## src/uir_consts.vh

```
// Purpose: shared offsets, field positions, reset values and timing counts
// Assumes: 32-bit apb data, each register one aligned word
// Notes:   serial timing counts are in baud-generator ticks, except break length (bits) and auto-rate (edges)
`ifndef UIR_CONSTS_VH
`define UIR_CONSTS_VH
// register byte offsets
`define UIR_OFF_MODE      8'h00
`define UIR_OFF_STATUS    8'h04
`define UIR_OFF_TXDATA    8'h08
`define UIR_OFF_RXDATA    8'h0c
`define UIR_OFF_DIVISOR   8'h10
// writable masks and reset values
`define UIR_MODE_WMASK    16'hbbff
`define UIR_STA_WMASK     16'hece0
`define UIR_MODE_RESET    16'h0000
`define UIR_STA_RESET     16'h0000
// mode register fields
`define UIR_M_EN          15
`define UIR_M_SIDL        13
`define UIR_M_INFRARED_CODEC_ENABLE        12
`define UIR_M_REQUEST_PIN_MODE       11
`define UIR_M_WAKE        7
`define UIR_M_LPBK        6
`define UIR_M_AUTO_RATE_ENABLE       5
`define UIR_M_RECEIVE_POLARITY_INVERT       4
`define UIR_M_HIGH_SPEED_SELECT        3
`define UIR_M_STOP_BIT_SELECT       0
// status register fields
`define UIR_S_TXISEL1     15
`define UIR_S_TXINV       14
`define UIR_S_TXISEL0     13
`define UIR_S_BRK         11
`define UIR_S_TXEN        10
`define UIR_S_ADDRESS_DETECT_ENABLE       5
`define UIR_S_OVERRUN_ERROR_FLAG        1
// field codes
`define UIR_PD_NINE       2'h3
`define UIR_PD_ODD        2'h2
`define UIR_PD_EVEN       2'h1
`define UIR_UEN_BCLK      2'h3
`define UIR_UEN_FLOW      2'h2
`define UIR_UEN_RTS       2'h1
`define UIR_TXI_EMPTY     2'h2
`define UIR_TXI_DONE      2'h1
`define UIR_TXI_EACH      2'h0
`define UIR_RXI_FULL      2'h3
`define UIR_RXI_3Q        2'h2
// timing counts in baud ticks; break length in bits, auto-rate in falling edges
`define UIR_LAST_STD      4'hf
`define UIR_LAST_HS       4'h3
`define UIR_HALF_STD      4'h7
`define UIR_HALF_HS       4'h1
`define UIR_IR_PULSE      4'h3
`define UIR_BRK_BITS      4'hc
`define UIR_ABD_EDGES     3'h5
`endif

```

## src/uir_baud.v

```verilog
// Purpose: free-running baud timer giving one tick per divisor period
// Assumes: divisor write pulse arrives with the new value
// Notes:   bclk_q is high during the first half of each period
`timescale 1ns/100ps
module uir_baud (
  // clock and reset
  input  wire        pclk,
  input  wire        presetn,
  // control
  input  wire        run,
  input  wire        div_wr,
  input  wire [15:0] div,
  // timing outputs
  output reg         tick_q,
  output reg         bclk_q
);
  reg [15:0] cnt_q;  // period counter
  ////////////////////////////////////////////////////////////////
  // counter restarts at once on a new divisor
  always @(posedge pclk or negedge presetn) begin
    if (!presetn) begin
      cnt_q  <= 16'h0000;
      tick_q <= 1'b0;
      bclk_q <= 1'b0;
    end else if (div_wr) begin
      cnt_q  <= 16'h0000;
      tick_q <= 1'b0;
    end else if (run) begin
      bclk_q <= (cnt_q <= {1'b0, div[15:1]});
      if (cnt_q >= div) begin
        cnt_q  <= 16'h0000;
        tick_q <= 1'b1;
      end else begin
        cnt_q  <= cnt_q + 16'h0001;
        tick_q <= 1'b0;
      end
    end else begin
      tick_q <= 1'b0;
    end
  end
endmodule // uir_baud

```

## src/uir_fifo.v

```verilog
// Purpose: small first-in first-out queue
// Assumes: depth is a power of two
// Notes:   push when full and pop when empty are ignored
`timescale 1ns/100ps
module uir_fifo #(
  parameter W     = 9,
  parameter DEPTH = 4,
  parameter AW    = 2
) (
  // clock and reset
  input  wire         pclk,
  input  wire         presetn,
  // control
  input  wire         flush,
  input  wire         push,
  input  wire [W-1:0] wdata,
  input  wire         pop,
  // state
  output wire [W-1:0] rdata,
  output wire [AW:0]  count,
  output wire         full,
  output wire         empty
);
  localparam [AW:0] FULLC = DEPTH;
  reg [W-1:0] mem [0:DEPTH-1]; // storage
  reg [AW-1:0] wp_q;           // write pointer
  reg [AW-1:0] rp_q;           // read pointer
  reg [AW:0]   cnt_q;          // fill level
  wire do_push = push & ~full;
  wire do_pop  = pop & ~empty;
  assign rdata = mem[rp_q];
  assign count = cnt_q;
  assign full  = (cnt_q == FULLC);
  assign empty = (cnt_q == {(AW+1){1'b0}});
  ////////////////////////////////////////////////////////////////
  // storage write, no reset needed
  always @(posedge pclk) begin
    if (do_push) begin
      mem[wp_q] <= wdata;
    end
  end
  // pointers and level
  always @(posedge pclk or negedge presetn) begin
    if (!presetn) begin
      wp_q  <= {AW{1'b0}};
      rp_q  <= {AW{1'b0}};
      cnt_q <= {(AW+1){1'b0}};
    end else if (flush) begin
      wp_q  <= {AW{1'b0}};
      rp_q  <= {AW{1'b0}};
      cnt_q <= {(AW+1){1'b0}};
    end else begin
      if (do_push) begin
        wp_q <= wp_q + {{(AW-1){1'b0}}, 1'b1};
      end
      if (do_pop) begin
        rp_q <= rp_q + {{(AW-1){1'b0}}, 1'b1};
      end
      if (do_push & ~do_pop) begin
        cnt_q <= cnt_q + {{AW{1'b0}}, 1'b1};
      end else if (do_pop & ~do_push) begin
        cnt_q <= cnt_q - {{AW{1'b0}}, 1'b1};
      end
    end
  end
endmodule // uir_fifo

```

## src/uir_ctrl.v

```verilog
// Purpose: serial transceiver with infrared codec, mode and status registers
// Assumes: apb slave with no wait states; pins synchronous to pclk
// Notes:   tx/rx queues are four deep; receive entries carry their errors
`timescale 1ns/100ps
`include "uir_consts.vh"
module uir_ctrl #(
  parameter FIFO_DEPTH = 4,
  parameter FIFO_AW    = 2
) (
  // clock and reset
  input  wire        pclk,
  input  wire        presetn,
  // apb slave
  input  wire        psel,
  input  wire        penable,
  input  wire        pwrite,
  input  wire [7:0]  paddr,
  input  wire [31:0] pwdata,
  output reg  [31:0] prdata,
  output reg         pready,
  output reg         pslverr,
  // chip power state
  input  wire        chip_idle,
  input  wire        chip_sleep,
  // serial pins
  input  wire        serial_in_pin,
  output reg         serial_out_pin,
  output reg         serial_out_oe,
  input  wire        clear_to_send_pin_n,
  output reg         request_to_send_pin,
  output reg         request_to_send_oe,
  // events
  output reg         tx_irq,
  output reg         rx_irq,
  output reg         wake_irq
);
  // states
  localparam [1:0] S_IDLE = 2'h0, S_START = 2'h1, S_DATA = 2'h2, S_STOP = 2'h3;

  // ticks per bit minus one
  function [3:0] bit_last;
    input hs;
    begin
      bit_last = hs ? `UIR_LAST_HS : `UIR_LAST_STD;
    end
  endfunction
  // parity bit for eight data bits
  function par_bit;
    input [7:0] d;
    input odd;
    begin
      par_bit = (^d) ^ odd;
    end
  endfunction

  reg  [15:0] mode_q;     // mode register
  reg  [15:0] sta_q;      // status control bits
  reg  [15:0] div_q;      // baud divisor
  reg         div_wr_q;   // divisor change pulse
  reg         overrun_error_flag_q;     // overrun flag
  reg         txen_q;     // previous transmit enable
  // transmitter
  reg  [1:0]  tst_q;      // tx state
  reg  [3:0]  tsub_q;     // tick within bit
  reg  [3:0]  tcnt_q;     // bits left
  reg  [11:0] tsh_q;      // tx shifter
  reg         tbrk_q;     // break frame running
  reg         tline_q;    // raw tx level
  // receiver
  reg  [1:0]  rst_q;      // rx state
  reg  [3:0]  rsub_q;     // tick within bit
  reg  [3:0]  rcnt_q;     // bits left
  reg  [8:0]  rsh_q;      // rx shifter
  reg  [3:0]  irh_q;      // infrared pulse stretch
  reg         rprev_q;    // previous line level
  // auto rate
  reg  [23:0] abd_q;      // cycle count
  reg  [2:0]  abe_q;      // falling edges seen
  reg         abw_q;      // previous auto-rate enable

  // mode and status fields
  wire        en    = mode_q[`UIR_M_EN];
  wire        infrared_codec_enable  = mode_q[`UIR_M_INFRARED_CODEC_ENABLE];
  wire        hs    = mode_q[`UIR_M_HIGH_SPEED_SELECT];
  wire [1:0]  pin_usage_select   = mode_q[9:8];
  wire [1:0]  pd    = mode_q[2:1];
  wire        nine  = (pd == `UIR_PD_NINE);
  wire        has_p = (pd == `UIR_PD_ODD) | (pd == `UIR_PD_EVEN);
  wire        auto_rate_enable = mode_q[`UIR_M_AUTO_RATE_ENABLE];
  wire [1:0]  txi   = {sta_q[`UIR_S_TXISEL1], sta_q[`UIR_S_TXISEL0]};
  wire [1:0]  rxi   = sta_q[7:6];
  wire        txen  = sta_q[`UIR_S_TXEN];
  // module runs unless disabled or halted in idle
  wire        run   = en & ~(mode_q[`UIR_M_SIDL] & chip_idle);
  wire        tick;
  wire        bclk;
  wire [3:0]  last  = bit_last(hs);
  wire [3:0]  nbits = (nine | has_p) ? 4'h9 : 4'h8;

  // apb decode
  wire        acc    = psel & penable & pready;
  wire        wr     = acc & pwrite;
  wire        setup  = psel & ~penable;
  wire        mapped = (paddr == `UIR_OFF_MODE) | (paddr == `UIR_OFF_STATUS) | (paddr == `UIR_OFF_TXDATA) |
                       (paddr == `UIR_OFF_RXDATA) | (paddr == `UIR_OFF_DIVISOR);

  // queues
  wire [8:0]  tx_head;
  wire [10:0] rx_head;
  wire [FIFO_AW:0] tx_cnt;
  wire [FIFO_AW:0] rx_cnt;
  wire        tx_full, tx_empty, rx_full, rx_empty;
  wire        tx_load = run & tick & (tst_q == S_IDLE) & txen & ~tx_empty &
                        ((pin_usage_select != `UIR_UEN_FLOW) | ~clear_to_send_pin_n);
  wire        rx_pop  = acc & ~pwrite & (paddr == `UIR_OFF_RXDATA);
  // overrun clear: software 1->0 unless a new overrun lands now
  wire        oclr    = wr & (paddr == `UIR_OFF_STATUS) & ~pwdata[`UIR_S_OVERRUN_ERROR_FLAG] & overrun_error_flag_q;
  wire        tx_flush = ~en | (txen_q & ~txen);
  reg         rx_push;
  reg  [10:0] rx_word;
  reg         ovf;
  wire        rx_flush = ~en | (oclr & ~ovf);

  // receive line: polarity, codec, loopback; transmitter busy and empty
  wire        rnorm   = serial_in_pin ^ mode_q[`UIR_M_RECEIVE_POLARITY_INVERT];
  wire        rdec    = infrared_codec_enable ? ~(~rnorm | (irh_q != 4'h0)) : rnorm;
  wire        rline   = mode_q[`UIR_M_LPBK] ? tline_q : rdec;
  wire        tx_busy = (tst_q != S_IDLE);
  wire        shift_register_empty    = ~tx_busy & tx_empty;

  uir_baud u_baud (
    .pclk    (pclk),
    .presetn (presetn),
    .run     (run),
    .div_wr  (div_wr_q),
    .div     (div_q),
    .tick_q  (tick),
    .bclk_q  (bclk)
  );

  uir_fifo #(.W(9), .DEPTH(FIFO_DEPTH), .AW(FIFO_AW)) u_txq (
    .pclk    (pclk),
    .presetn (presetn),
    .flush   (tx_flush),
    .push    (wr & (paddr == `UIR_OFF_TXDATA)),
    .wdata   (pwdata[8:0]),
    .pop     (tx_load),
    .rdata   (tx_head),
    .count   (tx_cnt),
    .full    (tx_full),
    .empty   (tx_empty)
  );

  uir_fifo #(.W(11), .DEPTH(FIFO_DEPTH), .AW(FIFO_AW)) u_rxq (
    .pclk    (pclk),
    .presetn (presetn),
    .flush   (rx_flush),
    .push    (rx_push),
    .wdata   (rx_word),
    .pop     (rx_pop),
    .rdata   (rx_head),
    .count   (rx_cnt),
    .full    (rx_full),
    .empty   (rx_empty)
  );

  ////////////////////////////////////////////////////////////////
  // received frame to queue word {framing_error_flag, parity_error_flag, data}
  always @* begin
    rx_word = {2'b00, 9'h000};
    rx_push = 1'b0;
    ovf     = 1'b0;
    if ((rst_q == S_STOP) & tick & (rsub_q == last)) begin
      if (nine) begin
        rx_word[8:0] = rsh_q;
      end else if (has_p) begin
        rx_word[8:0] = {1'b0, rsh_q[7:0]};
        rx_word[9]   = rsh_q[8] ^ par_bit(rsh_q[7:0], pd == `UIR_PD_ODD);
      end else begin
        rx_word[8:0] = {1'b0, rsh_q[8:1]};
      end
      rx_word[10] = ~rline;
      // address detect drops data characters in nine-bit mode
      rx_push = ~(sta_q[`UIR_S_ADDRESS_DETECT_ENABLE] & nine & ~rsh_q[8]);
      ovf     = rx_push & rx_full;
    end
  end

  ////////////////////////////////////////////////////////////////
  // apb slave: registers sampled in setup, answered in access
  always @(posedge pclk or negedge presetn) begin
    if (!presetn) begin
      pready  <= 1'b0;
      pslverr <= 1'b0;
      prdata  <= 32'h00000000;
    end else begin
      pready  <= setup;
      pslverr <= setup & ~mapped;
      prdata  <= 32'h00000000;
      if (setup) begin
        case (paddr)
          `UIR_OFF_MODE:    prdata <= {16'h0000, mode_q};
          `UIR_OFF_STATUS:  prdata <= {16'h0000, sta_q[15:11], sta_q[10], tx_full, shift_register_empty,
                                       sta_q[7:5], (rst_q == S_IDLE), rx_head[9] & ~rx_empty, rx_head[10] & ~rx_empty,
                                       overrun_error_flag_q, ~rx_empty};
          `UIR_OFF_RXDATA:  prdata <= {23'h000000, rx_head[8:0]};
          `UIR_OFF_DIVISOR: prdata <= {16'h0000, div_q};
          default:          prdata <= 32'h00000000;
        endcase
      end
    end
  end

  ////////////////////////////////////////////////////////////////
  // control registers with hardware clears
  always @(posedge pclk or negedge presetn) begin
    if (!presetn) begin
      mode_q   <= `UIR_MODE_RESET;
      sta_q    <= `UIR_STA_RESET;
      div_q    <= 16'h0000;
      div_wr_q <= 1'b0;
      overrun_error_flag_q   <= 1'b0;
      txen_q   <= 1'b0;
    end else begin
      div_wr_q <= 1'b0;
      txen_q   <= txen;
      if (wr & (paddr == `UIR_OFF_MODE)) begin
        mode_q <= pwdata[15:0] & `UIR_MODE_WMASK;
      end else begin
        // wake clears on rising line after its edge
        if (mode_q[`UIR_M_WAKE] & rnorm & ~rprev_q) begin
          mode_q[`UIR_M_WAKE] <= 1'b0;
        end
        if (auto_rate_enable & (abe_q == `UIR_ABD_EDGES)) begin
          mode_q[`UIR_M_AUTO_RATE_ENABLE] <= 1'b0;
        end
      end
      if (wr & (paddr == `UIR_OFF_STATUS)) begin
        sta_q <= pwdata[15:0] & `UIR_STA_WMASK;
      end else if (tbrk_q & (tst_q == S_STOP) & tick & (tsub_q == last)) begin
        sta_q[`UIR_S_BRK] <= 1'b0;
      end
      if (wr & (paddr == `UIR_OFF_DIVISOR)) begin
        div_q    <= pwdata[15:0];
        div_wr_q <= 1'b1;
      end else if (auto_rate_enable & (abe_q == `UIR_ABD_EDGES)) begin
        // eight bit times measured; divide by 8 x ticks per bit
        div_q    <= hs ? (abd_q[20:5] - 16'h0001) : (abd_q[22:7] - 16'h0001);
        div_wr_q <= 1'b1;
      end
      // set wins over software clear
      if (ovf) begin
        overrun_error_flag_q <= 1'b1;
      end else if (oclr | ~en) begin
        overrun_error_flag_q <= 1'b0;
      end
    end
  end

  ////////////////////////////////////////////////////////////////
  // transmitter: start, data lsb first, parity, stops
  always @(posedge pclk or negedge presetn) begin
    if (!presetn) begin
      tst_q   <= S_IDLE;
      tsub_q  <= 4'h0;
      tcnt_q  <= 4'h0;
      tsh_q   <= 12'h000;
      tbrk_q  <= 1'b0;
      tline_q <= 1'b1;
      tx_irq  <= 1'b0;
    end else if (tx_flush) begin
      tst_q   <= S_IDLE;
      tline_q <= 1'b1;
      tbrk_q  <= 1'b0;
      tx_irq  <= 1'b0;
    end else begin
      tx_irq <= 1'b0;
      if (tx_load) begin
        tst_q   <= S_START;
        tsub_q  <= 4'h0;
        tline_q <= 1'b0;
        tbrk_q  <= sta_q[`UIR_S_BRK];
        if (sta_q[`UIR_S_BRK]) begin
          tsh_q  <= 12'h000;
          tcnt_q <= `UIR_BRK_BITS;
        end else begin
          tsh_q  <= {3'b000, has_p ? par_bit(tx_head[7:0], pd == `UIR_PD_ODD) : tx_head[8], tx_head[7:0]};
          tcnt_q <= nbits;
        end
        // event per transmit interrupt mode
        tx_irq <= (txi == `UIR_TXI_EACH) | ((txi == `UIR_TXI_EMPTY) & (tx_cnt == 1));
      end else if (run & tick) begin
        if (tsub_q != last) begin
          tsub_q <= tsub_q + 4'h1;
        end else begin
          tsub_q <= 4'h0;
          case (tst_q)
            S_START, S_DATA: begin
              if (tcnt_q == 4'h0) begin
                tst_q   <= S_STOP;
                tline_q <= 1'b1;
                tcnt_q  <= {3'b000, mode_q[`UIR_M_STOP_BIT_SELECT] & ~tbrk_q};
              end else begin
                tst_q   <= S_DATA;
                tline_q <= tsh_q[0];
                tsh_q   <= {1'b0, tsh_q[11:1]};
                tcnt_q  <= tcnt_q - 4'h1;
              end
            end
            S_STOP: begin
              if (tcnt_q == 4'h0) begin
                tst_q  <= S_IDLE;
                tbrk_q <= 1'b0;
                tx_irq <= (txi == `UIR_TXI_DONE) & tx_empty;
              end else begin
                tcnt_q <= tcnt_q - 4'h1;
              end
            end
            default: tst_q <= S_IDLE;
          endcase
        end
      end
    end
  end

  ////////////////////////////////////////////////////////////////
  // receiver: mid-bit sampling, held off during rate measurement
  always @(posedge pclk or negedge presetn) begin
    if (!presetn) begin
      rst_q  <= S_IDLE;
      rsub_q <= 4'h0;
      rcnt_q <= 4'h0;
      rsh_q  <= 9'h000;
      rx_irq <= 1'b0;
    end else if (rx_flush | auto_rate_enable) begin
      rst_q  <= S_IDLE;
      rx_irq <= 1'b0;
    end else begin
      rx_irq <= 1'b0;
      if (rx_push & ~rx_full) begin
        case (rxi)
          `UIR_RXI_FULL: rx_irq <= (rx_cnt == FIFO_DEPTH - 1);
          `UIR_RXI_3Q:   rx_irq <= (rx_cnt == FIFO_DEPTH - 2);
          default:       rx_irq <= 1'b1;
        endcase
      end
      if (run & tick) begin
        rsub_q <= rsub_q + 4'h1;
        case (rst_q)
          S_IDLE: begin
            rsub_q <= 4'h0;
            if (~rline) begin
              rst_q <= S_START;
            end
          end
          S_START: begin
            if (rsub_q == (hs ? `UIR_HALF_HS : `UIR_HALF_STD)) begin
              rsub_q <= 4'h0;
              rcnt_q <= nbits;
              rst_q  <= rline ? S_IDLE : S_DATA;
            end
          end
          S_DATA: begin
            if (rsub_q == last) begin
              rsub_q <= 4'h0;
              rsh_q  <= {rline, rsh_q[8:1]};
              rcnt_q <= rcnt_q - 4'h1;
              if (rcnt_q == 4'h1) begin
                rst_q <= S_STOP;
              end
            end
          end
          S_STOP: begin
            if (rsub_q == last) begin
              rst_q <= S_IDLE;
            end
          end
          default: rst_q <= S_IDLE;
        endcase
      end
    end
  end

  ////////////////////////////////////////////////////////////////
  // infrared stretch, wake edge, auto-rate timing
  always @(posedge pclk or negedge presetn) begin
    if (!presetn) begin
      irh_q    <= 4'h0;
      rprev_q  <= 1'b1;
      abd_q    <= 24'h000000;
      abe_q    <= 3'h0;
      abw_q    <= 1'b0;
      wake_irq <= 1'b0;
    end else begin
      rprev_q <= rnorm;
      if (~rnorm) begin
        irh_q <= last;
      end else if (tick & (irh_q != 4'h0)) begin
        irh_q <= irh_q - 4'h1;
      end
      // falling edge while wake armed, sampled even in sleep
      wake_irq <= mode_q[`UIR_M_WAKE] & ~rnorm & rprev_q & (chip_sleep | en);
      abw_q    <= auto_rate_enable;
      if (~auto_rate_enable | ~abw_q) begin
        abd_q <= 24'h000000;
        abe_q <= 3'h0;
      end else begin
        if (abe_q != 3'h0) begin
          abd_q <= abd_q + 24'h000001;
        end
        if (~rnorm & rprev_q) begin
          abe_q <= abe_q + 3'h1;
        end
      end
    end
  end

  ////////////////////////////////////////////////////////////////
  // pin drive: usage field, codec, request pin
  always @(posedge pclk or negedge presetn) begin
    if (!presetn) begin
      serial_out_pin      <= 1'b1;
      serial_out_oe       <= 1'b0;
      request_to_send_pin <= 1'b1;
      request_to_send_oe  <= 1'b0;
    end else begin
      serial_out_oe <= en & txen;
      if (infrared_codec_enable) begin
        // zero bits send a short pulse; invert picks idle level
        serial_out_pin <= (~tline_q & (tsub_q < `UIR_IR_PULSE)) ^ sta_q[`UIR_S_TXINV];
      end else begin
        serial_out_pin <= tline_q;
      end
      request_to_send_oe <= en & (pin_usage_select != 2'h0);
      if (pin_usage_select == `UIR_UEN_BCLK) begin
        request_to_send_pin <= bclk;
      end else if (mode_q[`UIR_M_REQUEST_PIN_MODE]) begin
        request_to_send_pin <= ~tx_busy;
      end else begin
        request_to_send_pin <= rx_full;
      end
    end
  end
endmodule // uir_ctrl

```

## config.mk

```make
export PLATFORM = sky130hd
export DESIGN_NAME = uir_ctrl
export DESIGN_NICKNAME = d
export VERILOG_FILES = /design/src/uir_baud.v /design/src/uir_fifo.v /design/src/uir_ctrl.v
export VERILOG_INCLUDE_DIRS = /design/src
export SDC_FILE = /design/constraint.sdc
export NUM_CORES = 1
export LEC_CHECK = 0
export ABC_AREA = 1
export BUFFER_PORTS_ARGS = -buffer_cell sky130_fd_sc_hd__buf_2
export CELL_PAD_IN_SITES_DETAIL_PLACEMENT = 0
export CELL_PAD_IN_SITES_GLOBAL_PLACEMENT = 2
export CORE_MARGIN = 5
export CORE_UTILIZATION = 40
export CTS_CLUSTER_SIZE = 30
export DETAILED_ROUTE_END_ITERATION = 6
export GPL_ROUTABILITY_DRIVEN = 0
export GPL_TIMING_DRIVEN = 0
export PLACE_DENSITY = 0.95
export SYNTH_ARGS = -nofsm -noshare
export SYNTH_HDL_FRONTEND = slang
export SYNTH_SLANG_ARGS = --single-unit
```

## constraint.sdc

```tcl
create_clock -name pclk -period 4.15 [get_ports pclk]
set_input_delay 1.0375 -clock pclk [delete_from_list [all_inputs] [get_ports pclk]]
set_output_delay 1.0375 -clock pclk [all_outputs]
set_load 0.05 [all_outputs]
```

==> flow_summary.yaml <==
setup_path:
  critical-path-top-cell-by-count: "nor2_1"
  sort_of_element_at_the_end_of_the_critical_path: "register"
  slowest_stage: "nor2_1"
  required_ns: 4.33
  worstPathCellList: "buf_2, nor2_1, nand2_1, nor3_2, nand3_2, nor2_1"
  critical_path_peak_fanout: 9
  crit_type: "in -> reg"
  worst-endpoint-arrival_ns: 2.96
  critical_path.startpoint_type: "primary input"
  critPathMaxStageDelay_ns: 0.79
logic_synthesis:
  synthMuxAreaShare_pct: 0.08183
  yosys.area.top_type_share_pct: 30.18
  post_synth_and_or_nand_nor_area_fraction_pct: 22.27
  ys_ff_latch: 250
  post-synth-top-area-cell: "dfrtp_1"
  avgSynthCellArea_um2: 8.397
  synth_compound_gate_area_share_pct: 13.10
  yosysUniqueCellTypes: 56
  synth-xor-area-share_pct: 2.227
  syn_inst: 1639
  synth.area.top_cells: "dfrtp_1, edfxtp_1, nand2_1"
  synth_enable_flop_cells: 80
  combinational_family_with_the_most_area_after_synthesis: "simple AND/OR/NAND/NOR gates"
  ys.warnings.count: 0
  flip_flop_cell_with_the_highest_count_after_synthesis: "dfrtp_1"
  synth_sequential_area_ratio_pct: 48.40
  cell_area_after_technology_mapping_um2: 13760
  async_flop_share_pct: 68.00
  synth_fa_ha_area_share_pct: 5.691
layout:
  final_cell_mix: "nand2_1, inv_1, dfrtp_1, o21ai_0, nor2_1"
  diodes: 0
  final_layout_size_suffix_gt1_share_pct: 10.80
  fillCellCount: 3353
  final_design_area_no_fill_um2: 15700
  synthToLayoutAreaGrowth_pct: 14.07
  layout_commonest_cell: "nand2_1"
  nets: 1855
  instances_no_fill: 2223
  finalCoreUtilization_pct: 45.79
grt:
  track_usage_pct: 19.31
  antenna_found_initial: 0
  grt_first_pass_wirelength_mm: 59.89
  grt_max_degree: 91
  vias_in_the_first_global_route: 10924
  gr-total-overflow: 0
clock_tree:
  worstSkewPairLatency_ns: 0.57
  ctsResizeCount: 0
  clock_tree_from_tritoncts: "built"
  cts_buffers: 30
  h-tree-depth: 1
  clkTransAtPathRegs_ns: 0.06
  postCtsHoldBufs: 0
  cts_num_sinks: 250
  cts_post_setup_buffers_inserted: 0
  clock-root-buffer: "clkbuf_16"
  max_clock_buf_depth: 3
detailed_routing:
  wire_per_inst_um: 16.88
  post_detailed_routing_wire_length_mm: 37.53
  detailedRoute.firstPassIterationCount: 5
  number_of_drc_violations_after_detailed_routing_iteration_0: 730
  postRouteAntennaNets: 0
  via_per_instance_ratio: 5.106
  remaining_drc_errors: 0
  dr_total_vias: 11350
floorplan:
  floorplan.die.width_um: 195.5
  die_y_um: 195.5
  num_io_pins: 90
  fp.dieArea_um2: 38210
  initial_utilization_pct: 40.14
  rows: 68
  floorplan.core_area_um2: 34290
placed_design:
  dpl.hpwl_mm: 28.15
  placed_cell_count: 2167
  buffer_ports.inserted: 57
  post_dp_cell_area_um2: 14710
power:
  power.share.clock_pct: 49.0
  power_mw: 5.334
  power-per-cell-area_nw_per_um2: 339.8
  power.net_switching_mw: 1.230
  vdd_ir_drop_max_v: 0.0002831
  power_report.internal_total_mw: 4.104
  sequential_fraction_of_design_power_pct: 47.9
  combPwrFrac_pct: 3.1
  swShare_pct: 23.06
  p_leak_nw: 7.063
job:
  count_of_maximum_capacitance_violations: 0
sta:
  worst-slew-pin-transition_ns: 1.088
  finalHoldViolations: 0
  skew_ns: 0.01760
  setup_viol: 0
  grt_setup_unrepaired: "no"
  max-slew-margin-rel_pct: 27.20
  min_period_over_period_pct: 66.81
  number_of_max_slew_violations_in_the_final_report: 0
  fmaxAchievable_ghz: 0.3607
  layout_min_cycle_time_ns: 2.773
hold_path:
  holdCritPathClass: "in -> async"
run_status:
  outcome: "completed"
==> routing by layer <==
metal  track usage, %  wire length [µm]
met3            2.277              2126
met2            30.67             16950
met1            28.12             17450
met4            5.198              1006
met5                0                 0
==> synthesized netlist by cell type, types with 19 or more instances <==
master	n
nor3_1	27
o21ai_0	142
ha_1	61
a21oi_1	81
nor2_1	134
dfrtp_1	166
o22ai_1	19
nand3_1	100
edfxtp_1	80
xor2_1	24
clkbuf_1	19
nand2_1	384
nand4_1	23
inv_1	199
==> kinds of logic after synthesis <==
kind of cell	after synthesis
adders and majority gates	62
DFF	250
xor gates and xnor gates	35
buffers and inverters	265
AOI/OAI and AO/OA	316
other	1
and+or+nand+nor	709
muxes	1
==> worst max-delay path: cells and delay by family <==
family / cells / cell delay (ns)
simple gates: 5 / 1.82
buf+inv: 1 / 0.09
==> flip-flops by register name, summed over array words and instances, names as in the netlist, 2 cells and up <==
signal,flops
abd_q,23
mode_q,14
tcnt_q,4
abe_q,3
u_txq.rp_q,2
tst_q,2
rst_q,2
prdata,16
irh_q,4
u_txq.count,3
u_txq.mem,36
u_rxq.rp_q,2
rsub_q,4
tsh_q,9
div_q,16
u_rxq.wp_q,2
sta_q,8
rcnt_q,4
u_baud.cnt_q,16
u_rxq.mem,44
u_txq.wp_q,2
u_rxq.count,3
tsub_q,4
rsh_q,9
==> power by group through the flow <==
stage                     sequential, mW  clock [mW]  combinational, mW
final                               2.55        2.62              0.165
after global routing                2.55        2.78              0.182
after CTS                           2.55        2.67              0.166
after detailed placement            2.60           0              0.166
after global placement              2.60           0              0.161
after floorplan                     2.60           0             0.0766
==> final timing paths <==
path	end	cells after the start	startpoint	slack [ns]
setup / recovery	u_txq.mem[3][8]	6	paddr[1]	1.38
hold / removal	abd_q[5]	1	presetn	0.47
setup reg to reg	u_rxq.mem[0][7]	9	rsub_q[0]	1.49
hold reg to reg	div_q[11]	2	div_q[11]	0.48
max in group asynchronous	request_to_send_pin	2	presetn	2.73
min in group pclk	div_q[11]	2	div_q[11]	0.48
==> final cells by class <==
type                    instances  area, µm²  share of cell area, %
clock buffers                  31      754.5                  4.806
multi-input cells            1139       6030                  38.41
repair buffers                 58      322.8                  2.056
well taps                     455      569.3                  3.626
flip-flops and latches        250       6661                  42.43
clock inverters                25      234.0                  1.490
plain buffers                  53      331.6                  2.112
inverters                     212      795.8                  5.069
==> stage by stage <==
stage / setup TNS (ns) / hold WS [ns] / setup slack, ns
global placement: -142.33 / 0.4638 / -0.8812
detailed placement: 0 / 0.4662 / 0.7937
global route: 0 / 0.5068 / 1.184
floorplan: 0 / 0.3948 / 1.480
finish: 0 / 0.4701 / 1.377
CTS: 0 / 0.4828 / 1.387
(Power assumes the default switching activity.)
